File: config.mk
export PLATFORM = sky130hd
export DESIGN_NAME = timer_compare_flag_disable
export DESIGN_NICKNAME = d
export VERILOG_FILES = /design/src/timer_cmp_pkg.sv /design/src/timer_compare_flag_disable.sv
export SDC_FILE = /design/constraint.sdc
export NUM_CORES = 1
export LEC_CHECK = 0
export BUFFER_PORTS_ARGS = -buffer_cell sky130_fd_sc_hd__buf_2
export CELL_PAD_IN_SITES_DETAIL_PLACEMENT = 1
export CELL_PAD_IN_SITES_GLOBAL_PLACEMENT = 2
export CORE_ASPECT_RATIO = 0.7
export CORE_MARGIN = 5
export CORE_UTILIZATION = 42
export CTS_CLUSTER_DIAMETER = 50
export DETAILED_ROUTE_END_ITERATION = 12
export GPL_ROUTABILITY_DRIVEN = 0
export HOLD_SLACK_MARGIN = 0.02
export PLACE_DENSITY_LB_ADDON = 0.12
export SYNTH_ARGS = -nofsm -noshare
export SYNTH_HDL_FRONTEND = slang
export SYNTH_SLANG_ARGS = --single-unit
File: constraint.sdc
create_clock -name core_clk_i -period 9.2 [get_ports core_clk_i]
set_input_delay 0.46 -clock core_clk_i [delete_from_list [all_inputs] [get_ports core_clk_i]]
set_output_delay 0.46 -clock core_clk_i [all_outputs]
set_load 0.1 [all_outputs]
File: src/timer_cmp_pkg.sv
package timer_cmp_pkg;
    // Register word offsets inside one timer (byte address bits 4:2)
    localparam logic [2:0] CTRL_ONE_IDX = 3'h0;
    localparam logic [2:0] CTRL_STATUS_IDX = 3'h1;
    localparam logic [2:0] CMP_ONE_IDX = 3'h2;
    localparam logic [2:0] CMP_TWO_IDX = 3'h3;
    localparam logic [2:0] COUNT_IDX = 3'h4;
    // Byte address bit that selects timer b
    localparam int TIMER_SEL_BIT = 5;
    // Control register one fields
    localparam int CMP_IRQ_EN_BIT = 6;
    localparam int EXT_CLK_SEL_BIT = 5;
    localparam int PWM_MODE_BIT = 4;
    localparam int ONE_PULSE_BIT = 3;
    localparam int OUT_LEVEL_TWO_BIT = 1;
    localparam int OUT_LEVEL_ONE_BIT = 0;
    // Control and status register fields
    localparam int CMP_FLAG_BIT = 7;
    localparam int TIMER_HALT_BIT = 6;
    localparam int FLAG_LOCK_BIT = 0;
    localparam logic [7:0] CTRL_ONE_RESET = 8'h00;
    localparam logic [15:0] CMP_RESET = 16'hFFFF;
    localparam logic [15:0] COUNT_RELOAD = 16'hFFFC;
    localparam logic [15:0] PWM_SKIP_VALUE = 16'hFFFC;
endpackage

File: src/timer_compare_flag_disable.sv
`timescale 1ns/1ps
module timer_compare_flag_disable #(
    parameter int NUM_TIMERS = 2
) (
    input wire logic core_clk_i,
    input wire logic reset_i,
    input wire logic wb_cyc_i,
    input wire logic wb_stb_i,
    input wire logic wb_we_i,
    input wire logic [7:0] wb_adr_i,
    input wire logic [3:0] wb_sel_i,
    input wire logic [31:0] wb_dat_i,
    output logic [31:0] wb_dat_o,
    output logic wb_ack_o,
    input wire logic [NUM_TIMERS-1:0] ext_clk_i,
    output logic [NUM_TIMERS-1:0] compare_output_level_o,
    output logic [NUM_TIMERS-1:0] compare_irq_o
);
    logic ack_q;
    logic [31:0] rdat_q;
    logic [31:0] rdat_d;
    logic wr_fire;
    logic [2:0] reg_idx;
    logic [7:0] ctrl_one_q [NUM_TIMERS];
    logic [15:0] first_compare_value_reg_q [NUM_TIMERS];
    logic [15:0] cmp_two_q [NUM_TIMERS];
    logic [15:0] count_q [NUM_TIMERS];
    logic [NUM_TIMERS-1:0] timer_halt_bit_q;
    logic [NUM_TIMERS-1:0] compare_match_flag_q;
    logic [NUM_TIMERS-1:0] lock_q;
    logic [NUM_TIMERS-1:0] skip_q;
    logic [NUM_TIMERS-1:0] eq_prev_q;
    logic [NUM_TIMERS-1:0] ext_prev_q;
    logic [NUM_TIMERS-1:0] out_q;
    logic [NUM_TIMERS-1:0] irq_q;
    logic [NUM_TIMERS-1:0] equal;
    logic [NUM_TIMERS-1:0] wr_timer;
    logic [NUM_TIMERS-1:0] halt_set_now;
    logic [NUM_TIMERS-1:0] flag_clear;

    assign wr_fire = wb_cyc_i & wb_stb_i & wb_we_i & ack_q;
    assign reg_idx = wb_adr_i[4:2];

    // Bus answer one cycle after request, dropped the cycle after
    always_ff @(posedge core_clk_i or posedge reset_i) begin
        if (reset_i) begin
            ack_q <= 1'b0;
        end else begin
            ack_q <= wb_cyc_i & wb_stb_i & ~ack_q;
        end
    end

    // Read mux; unmapped words read zero
    always_comb begin
        int t;
        t = int'(wb_adr_i[timer_cmp_pkg::TIMER_SEL_BIT]);
        rdat_d = 32'h0000_0000;
        if (wb_adr_i[7:6] == 2'h0 && t < NUM_TIMERS) begin
            case (reg_idx)
                timer_cmp_pkg::CTRL_ONE_IDX: begin
                    rdat_d[7:0] = ctrl_one_q[t];
                end
                timer_cmp_pkg::CTRL_STATUS_IDX: begin
                    rdat_d[timer_cmp_pkg::CMP_FLAG_BIT] = compare_match_flag_q[t];
                    rdat_d[timer_cmp_pkg::TIMER_HALT_BIT] = timer_halt_bit_q[t];
                    rdat_d[timer_cmp_pkg::FLAG_LOCK_BIT] = lock_q[t];
                end
                timer_cmp_pkg::CMP_ONE_IDX: begin
                    rdat_d[15:0] = first_compare_value_reg_q[t];
                end
                timer_cmp_pkg::CMP_TWO_IDX: begin
                    rdat_d[15:0] = cmp_two_q[t];
                end
                timer_cmp_pkg::COUNT_IDX: begin
                    rdat_d[15:0] = count_q[t];
                end
                default: begin
                    rdat_d = 32'h0000_0000;
                end
            endcase
        end
    end

    always_ff @(posedge core_clk_i or posedge reset_i) begin
        if (reset_i) begin
            rdat_q <= 32'h0000_0000;
        end else begin
            rdat_q <= rdat_d;
        end
    end

    assign wb_dat_o = rdat_q;
    assign wb_ack_o = ack_q;
    assign compare_output_level_o = out_q;
    assign compare_irq_o = irq_q;

    for (genvar t = 0; t < NUM_TIMERS; t++) begin : g_timer
        logic tick;
        logic csr_wr;
        logic [7:0] c1;
        assign c1 = ctrl_one_q[t];
        assign wr_timer[t] = wr_fire && wb_adr_i[7:6] == 2'h0
            && int'(wb_adr_i[timer_cmp_pkg::TIMER_SEL_BIT]) == t;
        assign csr_wr = wr_timer[t] && reg_idx == timer_cmp_pkg::CTRL_STATUS_IDX && wb_sel_i[0];
        assign tick = c1[timer_cmp_pkg::EXT_CLK_SEL_BIT] ? (ext_clk_i[t] & ~ext_prev_q[t]) : 1'b1;
        assign equal[t] = ~timer_halt_bit_q[t] && count_q[t] == first_compare_value_reg_q[t];
        assign halt_set_now[t] = csr_wr && wb_dat_i[timer_cmp_pkg::TIMER_HALT_BIT]
            && ~timer_halt_bit_q[t];
        assign flag_clear[t] = csr_wr && wb_dat_i[timer_cmp_pkg::CMP_FLAG_BIT];

        // Configuration registers
        always_ff @(posedge core_clk_i or posedge reset_i) begin
            if (reset_i) begin
                ctrl_one_q[t] <= timer_cmp_pkg::CTRL_ONE_RESET;
                cmp_two_q[t] <= timer_cmp_pkg::CMP_RESET;
                timer_halt_bit_q[t] <= 1'b0;
            end else if (wr_timer[t]) begin
                if (reg_idx == timer_cmp_pkg::CTRL_ONE_IDX && wb_sel_i[0]) begin
                    ctrl_one_q[t] <= wb_dat_i[7:0];
                end
                if (csr_wr) begin
                    timer_halt_bit_q[t] <= wb_dat_i[timer_cmp_pkg::TIMER_HALT_BIT];
                end
                if (reg_idx == timer_cmp_pkg::CMP_TWO_IDX) begin
                    if (wb_sel_i[0]) cmp_two_q[t][7:0] <= wb_dat_i[7:0];
                    if (wb_sel_i[1]) cmp_two_q[t][15:8] <= wb_dat_i[15:8];
                end
            end
        end

        // First compare value and PWM pulse skip
        always_ff @(posedge core_clk_i or posedge reset_i) begin
            if (reset_i) begin
                first_compare_value_reg_q[t] <= timer_cmp_pkg::CMP_RESET;
                skip_q[t] <= 1'b0;
            end else if (wr_timer[t] && reg_idx == timer_cmp_pkg::CMP_ONE_IDX) begin
                if (wb_sel_i[0]) first_compare_value_reg_q[t][7:0] <= wb_dat_i[7:0];
                if (wb_sel_i[1]) first_compare_value_reg_q[t][15:8] <= wb_dat_i[15:8];
                skip_q[t] <= c1[timer_cmp_pkg::PWM_MODE_BIT] && wb_sel_i[1:0] == 2'h3
                    && wb_dat_i[15:0] == timer_cmp_pkg::PWM_SKIP_VALUE;
            end else if (equal[t] && ~eq_prev_q[t]) begin
                skip_q[t] <= 1'b0;
            end
        end

        // Counter
        always_ff @(posedge core_clk_i or posedge reset_i) begin
            if (reset_i) begin
                count_q[t] <= timer_cmp_pkg::COUNT_RELOAD;
                ext_prev_q[t] <= 1'b0;
            end else begin
                ext_prev_q[t] <= ext_clk_i[t];
                if (~timer_halt_bit_q[t] && tick) begin
                    if (c1[timer_cmp_pkg::PWM_MODE_BIT] && count_q[t] == cmp_two_q[t]) begin
                        count_q[t] <= timer_cmp_pkg::COUNT_RELOAD;
                    end else begin
                        count_q[t] <= count_q[t] + 16'h0001;
                    end
                end
            end
        end

        // Compare flag with lock; a set beats a clear
        always_ff @(posedge core_clk_i or posedge reset_i) begin
            if (reset_i) begin
                compare_match_flag_q[t] <= 1'b0;
                lock_q[t] <= 1'b0;
                eq_prev_q[t] <= 1'b0;
            end else begin
                eq_prev_q[t] <= equal[t];
                if (equal[t]) begin
                    compare_match_flag_q[t] <= 1'b1;
                end else if (flag_clear[t] && ~lock_q[t]) begin
                    compare_match_flag_q[t] <= 1'b0;
                end
                if (equal[t] && halt_set_now[t]) begin
                    lock_q[t] <= 1'b1;
                end else if (~timer_halt_bit_q[t]) begin
                    lock_q[t] <= 1'b0;
                end
            end
        end

        // Output level and interrupt request
        always_ff @(posedge core_clk_i or posedge reset_i) begin
            if (reset_i) begin
                out_q[t] <= 1'b0;
                irq_q[t] <= 1'b0;
            end else begin
                irq_q[t] <= compare_match_flag_q[t] & c1[timer_cmp_pkg::CMP_IRQ_EN_BIT];
                if (c1[timer_cmp_pkg::PWM_MODE_BIT] && ~timer_halt_bit_q[t] && tick
                    && count_q[t] == cmp_two_q[t]) begin
                    out_q[t] <= c1[timer_cmp_pkg::OUT_LEVEL_TWO_BIT];
                end else if (equal[t] && ~skip_q[t]) begin
                    out_q[t] <= c1[timer_cmp_pkg::OUT_LEVEL_ONE_BIT];
                end else if (c1[timer_cmp_pkg::ONE_PULSE_BIT] && ~timer_halt_bit_q[t]
                    && count_q[t] == cmp_two_q[t]) begin
                    out_q[t] <= c1[timer_cmp_pkg::OUT_LEVEL_TWO_BIT];
                end
            end
        end

    end
endmodule

==> results.ini, run 1 <==
[sta]
relSlewSlack_pct = 28.9
fin_tns_setup_ns = 0
fin_crit_ns = 2.94
tightestPinTransition_ns = 1.06
fin_skew_ns = 0.0106
rsz0062_at_grt = false
holdWs_ns = 0.152
worst_slack_ns = 6.26
post-route-period-util_pct = 31.9
setup_violations = 0
finalHoldViolations = 0
drv_slew = 0
fmax_ghz = 0.341

[drt]
drt-initial-drc-count = 376
drc = 0
detail_route.vias_per_cell = 5.78
routedWlPerCell_um = 24.7
drt_wl_total_mm = 23.9
ant_nets = 0
firstDrtPassIters = 5
vias = 5592

[floorplanning]
die_height_um = 124
rows = 41
fp.dieW_um = 173
ios = 88
core-area_um2 = 18100
dieArea_um2 = 21400
initial_utilization_pct = 43.0

[cts]
htreeDepth = 4
clock_latency_ns = 0.42
tritoncts = yes
cts_num_sinks = 145
cts_buffers = 17
post_cts_buffers = 0
clk_transition_reported_paths_ns = 0.07
root_buffer = clkbuf_16
cts-resized-gates = 0
cts_buffer_depth = 2
hold_buffers = 0

[worst_setup_path]
endpoint_kind = register
worstSetupPathType = register to register
start_kind = register
reg2reg_from = count_q[18]
worstSetupStartpoint = count_q[18]
required_ns = 9.54
worstPathArrival_ns = 3.27
r2r_cells = 5
crit_fanout = 14

[global_route]
grt_pass1_vias = 5729
groute.usage.overall_pct = 22.8
antenna_found_initial = 0
grt_max_degree = 86
grt-ovfl-total = 0
grt_pass1_wl_mm = 36.8

[synthesis]
synth_most_common_cell = dfstp_2
synthTopCellsByArea = dfstp_2, dfrtp_1, mux2_2
avgSynthCellArea_um2 = 11.4
synthTopCellsByCount = dfstp_2, mux2_2, dfrtp_1
syn_area_um2 = 7790
synth_edf_count = 0
yosys_most_used_dff = dfstp_2
synth_warnings = 0
ys_ff_latch = 145
async_flop_share_pct = 100
netlist_instances = 685
yosysTopAreaCellShare_pct = 31.0
seq_area_frac_synth_pct = 48.0
ys_types = 57
yosysTopAreaCell = dfstp_2

[placement]
place_inst = 935
io_buffers = 51
dp_hpwl_mm = 16.8
preCtsSetupSlack_ns = 6.11

[power]
power.net_switching_w = 0.000621
power_switching_share_pct = 32.8
power.leakage_nw = 3.79
total_power_w = 0.00190
seqPwrFrac_pct = 43.3
p_per_area_nw_per_um2 = 217
combinationalPowerShare_pct = 19.1
ir_worst_vdd_v = 0.0000983
clkPwrFrac_pct = 37.6
internal_power_w = 0.00127

[layout]
area_delta_synth_final_pct = 12.0
stdcell_count = 967
drive_gt1_share_pct = 36.7
fillers = 1935
diodes = 0
nets = 771

[worst_hold_path]
whs_path_depth = 1
hp-start = ext_clk_i[0]
min_path_type = primary input to register

[job]
maxCapViolCount = 0

[run_status]
status = finished clean

-- power groups by stage --
stage                     Clock [W]  Sequential [W]  Combinational [W]
after detailed placement          0        0.000830           0.000358
after floorplan                   0        0.000776           0.000296
after global placement            0        0.000829           0.000349
after CTS                  0.000722        0.000822           0.000363
final                      0.000712        0.000822           0.000362
after global routing       0.000750        0.000829           0.000393
-- path summary, 6_finish.rpt --
path | end | slack [ns]
worst max-delay path | count_q[27] | 6.26
worst min-delay path | ext_prev_q[0] | 0.15
worst max register to register | count_q[27] | 6.26
worst min register to register | wb_ack_o | 0.45
max in group asynchronous | wb_dat_o[13] | 7.71
min in group asynchronous | g_timer[1].c1[0] | 0.19
-- cell type report --
cell class | count | area (um2) | share of cell area (%)
clock buffer | 18 | 429 | 4.91
clock inverter | 14 | 163 | 1.86
inverter | 8 | 35.0 | 0.401
multi-input combinational | 491 | 3780 | 43.3
sequential | 145 | 3740 | 42.9
tap | 236 | 295 | 3.38
timing repair buffer | 55 | 285 | 3.27
-- worst max-delay path, cell delays in order, from the launching register on --
cell and delay, ns:
dfstp_2 0.68, xnor2_1 0.16, nand4_1 0.15, nor4_1 0.93, nand3_1 0.68, o21ai_0 0.25
-- sequential cells by signal (all words and copies together) (netlist names) --
signal                     flops
cmp_two_q                     32
count_q                       32
first_compare_value_reg_q     32
g_timer.c1                    16
wb_dat_o                      16
compare_irq_o                  2
compare_match_flag_q           2
compare_output_level_o         2
eq_prev_q                      2
ext_prev_q                     2
lock_q                         2
skip_q                         2
timer_halt_bit_q               2
wb_ack_o                       1
-- layout by cell type (no fill, tap or decap), types with 5 or more instances in the layout --
cell type,Yosys,layout
xor2_1,34,34
a21oi_1,19,19
nand3_1,19,19
dfrtp_1,53,53
clkbuf_16,0,17
and2_1,5,5
nand2_1,51,51
nor4_1,8,8
inv_1,7,6
nor2b_1,8,8
mux2_2,72,72
mux4_2,7,7
o22ai_1,8,8
and3_1,9,9
buf_2,5,51
a221oi_1,14,14
conb_1,1,16
mux2i_1,23,23
nand4_1,24,24
xnor2_1,49,49
a211oi_1,11,11
mux2_1,20,20
nor2_1,34,34
o21ai_0,12,12
dfstp_2,92,92
-- logic make-up (layout without fill, tap and decap cells) --
group / count (synthesis) / count (layout) / share of synthesized area (%)
AOI/OAI and AO/OA: 78 / 78 / 6.73
xor gates and xnor gates: 85 / 85 / 9.74
adders and majority gates: 2 / 2 / 0.321
buffers and inverters: 64 / 95 / 4.17
DFF: 145 / 145 / 48.0
muxes: 122 / 122 / 18.3
other: 1 / 16 / 0.0481
and+or+nand+nor: 188 / 188 / 12.7
-- per-layer routing --
metal	vias to the layer above	global-route usage, %	routed length, um
met5	-	0	0
met3	28	4.95	1160
li1	2479	-	-
met2	152	34.4	10600
met1	2933	33.7	11900
met4	0	5.60	269
-- through the flow --
step,util (%),instance area [um2]
after floorplan,-,7850
after global placement,45.0,8140
after detailed placement,45.0,8140
after CTS,48.2,8730
after global routing,48.2,8730
final,48.2,8730
Power figures use the tool's default switching activity.
==> run 2: changes to the inputs <==
--- a/config.mk
+++ b/config.mk
@@ -5,12 +5,13 @@
 export SDC_FILE = /design/constraint.sdc
 export NUM_CORES = 1
 export LEC_CHECK = 0
+export ABC_AREA = 1
 export BUFFER_PORTS_ARGS = -buffer_cell sky130_fd_sc_hd__buf_2
 export CELL_PAD_IN_SITES_DETAIL_PLACEMENT = 1
 export CELL_PAD_IN_SITES_GLOBAL_PLACEMENT = 2
 export CORE_ASPECT_RATIO = 0.7
 export CORE_MARGIN = 5
-export CORE_UTILIZATION = 42
+export CORE_UTILIZATION = 34
 export CTS_CLUSTER_DIAMETER = 50
 export DETAILED_ROUTE_END_ITERATION = 12
 export GPL_ROUTABILITY_DRIVEN = 0
==> constraint.sdc (replaced) <==
create_clock -name core_clk_i -period 2.9 [get_ports core_clk_i]
set_input_delay 0.145 -clock core_clk_i [delete_from_list [all_inputs] [get_ports core_clk_i]]
set_output_delay 0.145 -clock core_clk_i [all_outputs]
set_load 0.1 [all_outputs]
==> run 2 against run 1 <==
Effect of this change: sequential cell count unchanged; clock power rose to 3.2 times the previous value; first-iteration DRC count rose by 14%; global-route usage decreased by 1.6 points; largest power group unchanged; critical path type unchanged; sequential share of layout area is 3.0 points lower; synthesized cell count increased by 61%; maximum frequency grew 48%; cell area rose by 7.4%; utilization down 8.6 points; hold slack got worse by 0.11 ns; area after synthesis rose by 5.0%.
==> results.ini, run 2 <==
[synthesis]
synth_edf_count = 0
synth_top_family_by_area = simple AND/OR/NAND/NOR gates
ys_types = 44
yosysTopAreaCellShare_pct = 29.5
synth_most_common_cell = nand2_1
ys_ff_latch = 145
yosysTopAreaCell = dfstp_2
synthMuxAreaShare_pct = 0.122
synthTopCellsByArea = dfstp_2, nand2_1, dfrtp_1
netlist_instances = 1103
avgSynthCellArea_um2 = 7.42
synth_fa_ha_area_share_pct = 0.306
synthTopCellsByCount = nand2_1, inv_1, o21ai_0
yosys.area_share.simple_pct = 27.1
synth-xor-area-share_pct = 3.21
syn_area_um2 = 8190
seq_area_frac_synth_pct = 45.7
async_flop_share_pct = 100
yosys_most_used_dff = dfstp_2
synth_compound_area_share_pct = 13.0
synth_warnings = 0

[placement]
io_buffers = 51
place_inst = 1450
dp_hpwl_mm = 21.7
place_area_um2 = 8730

[power]
power.leakage_nw = 4.21
combinationalPowerShare_pct = 18.6
p_per_area_nw_per_um2 = 626
power_switching_share_pct = 33.6
seqPwrFrac_pct = 42.8
total_power_w = 0.00587
clkPwrFrac_pct = 38.6
internal_power_w = 0.00390
power.net_switching_w = 0.00197
ir_worst_vdd_v = 0.000417

[worst_setup_path]
worstSetupStartpoint = timer_halt_bit_q[0]
start_kind = register
r2r-end = count_q[29]
r2r_cells = 8
endpoint_kind = register
required_ns = 3.25
reg2reg_from = timer_halt_bit_q[0]
worstPathArrival_ns = 2.33
worstSetupPathType = register to register
crit_fanout = 9
r2r_slack_ns = 0.92

[layout]
layout_commonest_cell = nand2_1
finalInstanceArea_um2 = 9380
area_delta_synth_final_pct = 14.6
diodes = 0
final_cell_mix = nand2_1, inv_1, o21ai_0, dfstp_2, nor2_1
nets = 1210
ff_latch_area_um2 = 3740
top_regs = cmp_two_q (32), count_q (32), first_compare_value_reg_q (32)
stdcell_count = 1488
multi_input_area_um2 = 3640
drive_gt1_share_pct = 18.0
fillers = 2931

[drt]
met2_length_mm = 11.0
drt-initial-drc-count = 430
routed.top_layer = met4
detail_route.vias_per_cell = 4.91
wl_met3_mm = 1.25
routedWlPerCell_um = 18.9
drc = 0
ant_nets = 0
wl_met1_mm = 15.6
vias = 7310
drt_wl_total_mm = 28.1
firstDrtPassIters = 5

[global_route]
antenna_found_initial = 0
grt_pass1_wl_mm = 44.4
grt_pass1_vias = 7288
groute.usage.overall_pct = 21.2
grt-ovfl-total = 0
grt_max_degree = 76

[cts]
post_cts_buffers = 0
cts_buffer_depth = 2
htreeDepth = 4
cts_num_sinks = 145
tritoncts = yes
root_buffer = clkbuf_16
cts_buffers = 17
clock_latency_ns = 0.44
clk_transition_reported_paths_ns = 0.07

[floorplanning]
fp.dieW_um = 195
dieArea_um2 = 27300
ios = 88
die_height_um = 140
rows = 47
initial_utilization_pct = 34.5
core-area_um2 = 23700

[job]
maxCapViolCount = 0

[sta]
fin_tns_setup_ns = 0
drv_slew = 0
rsz0062_at_grt = false
finalHoldViolations = 0
holdWs_ns = 0.0405
tightestPinTransition_ns = 0.769
relSlewSlack_pct = 48.8
fmax_ghz = 0.506
post-route-period-util_pct = 68.2
fin_crit_ns = 1.98
setup_violations = 0
fin_skew_ns = 0.0127

[run_status]
status = finished clean

[worst_hold_path]
hp-start = wb_dat_i[12]
hold-path-endpoint = first_compare_value_reg_q[28]
whs_path_depth = 3
min_path_type = primary input to register

-- run 2: cells by family after synthesis --
family | count (synthesis)
xor+xnor | 30
simple gates | 534
flops | 145
fa+ha+maj | 2
mux | 1
other cells | 1
compound gates | 196
buf+inv | 194
-- run 2: critical path: stages (launching register included) --
cell and delay, ns:
dfrtp_1 0.51, nor2_2 0.42, inv_2 0.15, nor2_2 0.17, nand2_1 0.07, nor2_1 0.19, nand2_1 0.13, a21oi_1 0.15
o21ai_0 0.09
-- run 2: how the worst max path moves through the flow --
stage                       end  slack (ns)  cells after the start
6_report            count_q[29]        0.92                      8
4_1_cts             count_q[29]        0.92                      8
3_3_place_gp        count_q[29]        0.94                      9
2_1_floorplan  g_timer[1].c1[1]        0.76                      8
5_1_grt             count_q[31]        0.73                     10
3_5_place_dp      cmp_two_q[29]        0.92                      5
-- run 2: power by group through the flow --
stage                     clock [W]  sequential, W  combinational, W
after floorplan                   0        0.00242          0.000839
after global routing        0.00243        0.00254           0.00124
after global placement            0        0.00254           0.00107
after detailed placement          0        0.00254           0.00109
final                       0.00227        0.00251           0.00109
after CTS                   0.00233        0.00251           0.00110
-- run 2: area by class of cell --
cell class | instances | area share (%)
clock buffers | 21 | 4.91
clock inverters | 11 | 1.41
inverters | 142 | 5.72
multi-input cells | 779 | 38.8
flip-flops and latches | 145 | 39.9
well taps | 318 | 4.24
repair buffers | 72 | 4.96
-- run 2: layer usage --
layer | GRT usage [%] | vias up
li1 | - | 3576
met1 | 34.6 | 3591
met2 | 28.4 | 123
met3 | 4.08 | 20
met4 | 4.48 | 0
met5 | 0 | -
-- run 2: timing repair --
item                       CTS  global route
hold buffers                 6             0
gates resized for setup      0             0
hold endpoints to repair    12             0
setup endpoints to repair    0             0
-- run 2: metrics by stage --
stage | utilization, % | setup WS [ns]
after global routing | 39.6 | 0.732
after detailed placement | 36.8 | 0.918
after global placement | 36.8 | 0.937
after CTS | 39.6 | 0.920
after floorplan | - | 0.763
final | 39.6 | 0.923
==> run 3: changes to the inputs <==
--- a/config.mk
+++ b/config.mk
@@ -11,7 +11,7 @@
 export CELL_PAD_IN_SITES_GLOBAL_PLACEMENT = 2
 export CORE_ASPECT_RATIO = 0.7
 export CORE_MARGIN = 5
-export CORE_UTILIZATION = 34
+export CORE_UTILIZATION = 31
 export CTS_CLUSTER_DIAMETER = 50
 export DETAILED_ROUTE_END_ITERATION = 12
 export GPL_ROUTABILITY_DRIVEN = 0
==> constraint.sdc (replaced) <==
create_clock -name core_clk_i -period 1.8 [get_ports core_clk_i]
set_input_delay 0.09 -clock core_clk_i [delete_from_list [all_inputs] [get_ports core_clk_i]]
set_output_delay 0.09 -clock core_clk_i [all_outputs]
set_load 0.1 [all_outputs]
==> run 3 against run 2 <==
Effect of this change: combinational power is 140% higher; register-to-register slack worse by 0.89 ns; final cell count grew 10%; worst setup slack lost 0.89 ns; sequential cell count did not move; critical path depth up 3; sequential share of layout area is 4.4 points lower; die area increased by 9.1%; maximum frequency up 12%; power grew 75%; hold slack improved by 0.0017 ns; largest cell class is now multi-input gates.
==> results.ini, run 3 (synthesis results as in run 2) <==
[run_status]
status = finished clean

[floorplanning]
core-area_um2 = 25900
rows = 49
dieArea_um2 = 29800
die_height_um = 146
initial_utilization_pct = 31.6
ios = 88
fp.dieW_um = 204

[cts]
clock_latency_ns = 0.45
cts_num_sinks = 145
cts_buffer_depth = 2
clk_transition_reported_paths_ns = 0.06
htreeDepth = 4
tritoncts = yes
root_buffer = clkbuf_16
cts_buffers = 17

[power]
ir_worst_vdd_v = 0.000668
power.leakage_nw = 4.80
p_per_area_nw_per_um2 = 972

[worst_setup_path]
worstSetupPathType = register to register
reg2reg_from = count_q[2]
crit_fanout = 5
endpoint_kind = register
start_kind = register
worstSetupStartpoint = count_q[2]
r2r_slack_ns = 0.03
worstPathArrival_ns = 2.10
required_ns = 2.13
r2r-end = compare_output_level_o[1]
r2r_cells = 11

[worst_hold_path]
whs_path_depth = 3
hp-start = wb_dat_i[8]
hold-path-endpoint = first_compare_value_reg_q[8]
min_path_type = primary input to register

[drt]
firstDrtPassIters = 5
ant_nets = 0
drc = 0
detail_route.vias_per_cell = 4.75
routedWlPerCell_um = 18.7
drt_wl_total_mm = 30.6
drt-initial-drc-count = 355
vias = 7792

[layout]
final_cell_mix = nand2_1, inv_1, buf_4, dfstp_2, o21ai_0
top_regs = cmp_two_q (32), count_q (32), first_compare_value_reg_q (32)
finalInstanceArea_um2 = 10500
postLayoutCoreUtil_pct = 40.7
nets = 1324
layout_commonest_cell = nand2_1
fillers = 3227
area_delta_synth_final_pct = 28.8
drive_gt1_share_pct = 28.7
diodes = 0

[global_route]
grtUsageMet3_pct = 3.30
groute.usage.overall_pct = 20.9
grt_pass1_vias = 7803
antenna_found_initial = 0
grtUsageMet2_pct = 29.0
grt_pass1_wl_mm = 47.4
grtUsageMet1_pct = 34.0
grt_max_degree = 77
busiest_layer = met1
grt-ovfl-total = 0

[placement]
io_buffers = 51
place_area_um2 = 9520
dp_hpwl_mm = 23.8
preCtsSetupSlack_ns = -0.0838

[sta]
setup_violations = 0
holdWs_ns = 0.0422
tightestPinTransition_ns = 0.612
drv_slew = 0
fin_tns_setup_ns = 0
fin_crit_ns = 1.77
worst_slack_ns = 0.0316
fin_skew_ns = 0.0101
post-route-period-util_pct = 98.2
finalHoldViolations = 0
fmax_ghz = 0.565
relSlewSlack_pct = 59.2
rsz0062_at_grt = true

[job]
maxCapViolCount = 0

## run 3: cell types whose count changed in the layout (fill, tap and decap cells not counted), moves of 4 or more
cell,delta
nand2_1,-6
nand3_1,-10
inv_1,-4
nor2_1,-20
nand2_2,+5
o21ai_1,+4
buf_4,+106
o21ai_0,-5
nor2_2,+14
nand3_2,+8
nor2_4,+6
## run 3: routing by layer
metal | vias up | routed length [um]
met1 | 3870 | 16900
met2 | 92 | 12600
met5 | - | 0
li1 | 3816 | -
met4 | 0 | 214
met3 | 14 | 932
## run 3: how the worst max path moves through the flow
stage               slack [ns]  cells after the start                   endpoint
floorplan                -0.18                      1                   wb_ack_o
global placement         -0.06                     10                count_q[30]
detailed placement       -0.08                     10                count_q[30]
CTS                     -0.007                     11  compare_output_level_o[1]
global route             -0.08                     11  compare_output_level_o[1]
finish                    0.03                     11  compare_output_level_o[1]
## run 3: stage by stage
stage | total power, W | std cells
CTS | 0.0102 | 1628
detailed placement | 0.00632 | 1584
global placement | 0.00627 | 1584
finish | 0.0102 | 1641
floorplan | 0.00524 | 1118
global route | 0.0108 | 1641
## run 3: repair_timing
item,in CTS,in global routing
gates resized for setup,11,50
pin swaps,7,25
buffers inserted,4,13
endpoints found under the hold margin,60,0
hold buffers,8,0
endpoints found under the setup margin,9,22
## run 3: power by group
group	switching (W)	internal [W]	leakage, nW	total [W]
Sequential	0.000227	0.00361	1.65	0.00383
Combinational	0.00163	0.00104	2.87	0.00267
Clock	0.00153	0.00221	0.278	0.00375
## run 3: worst max-delay path, stage by stage, from the launching register on
cell and delay [ns]:
dfstp_2 0.57, buf_6 0.12, xor2_1 0.06, nor2_1 0.15, nand2_1 0.09, nor2_2 0.12
nand4_1 0.16, buf_4 0.19, nand2_2 0.05, nand2_2 0.05, nand3_2 0.05, nand2_1 0.05
## run 3: layout make-up
type / count / area (um2) / share of cell area [%]
Multi-Input combinational cell: 779 / 3830 / 36.3
Inverter: 142 / 541 / 5.13
Sequential cell: 145 / 3740 / 35.5
Tap cell: 357 / 447 / 4.24
Clock inverter: 13 / 163 / 1.54
Timing Repair Buffer: 186 / 1380 / 13.0
Clock buffer: 19 / 443 / 4.20
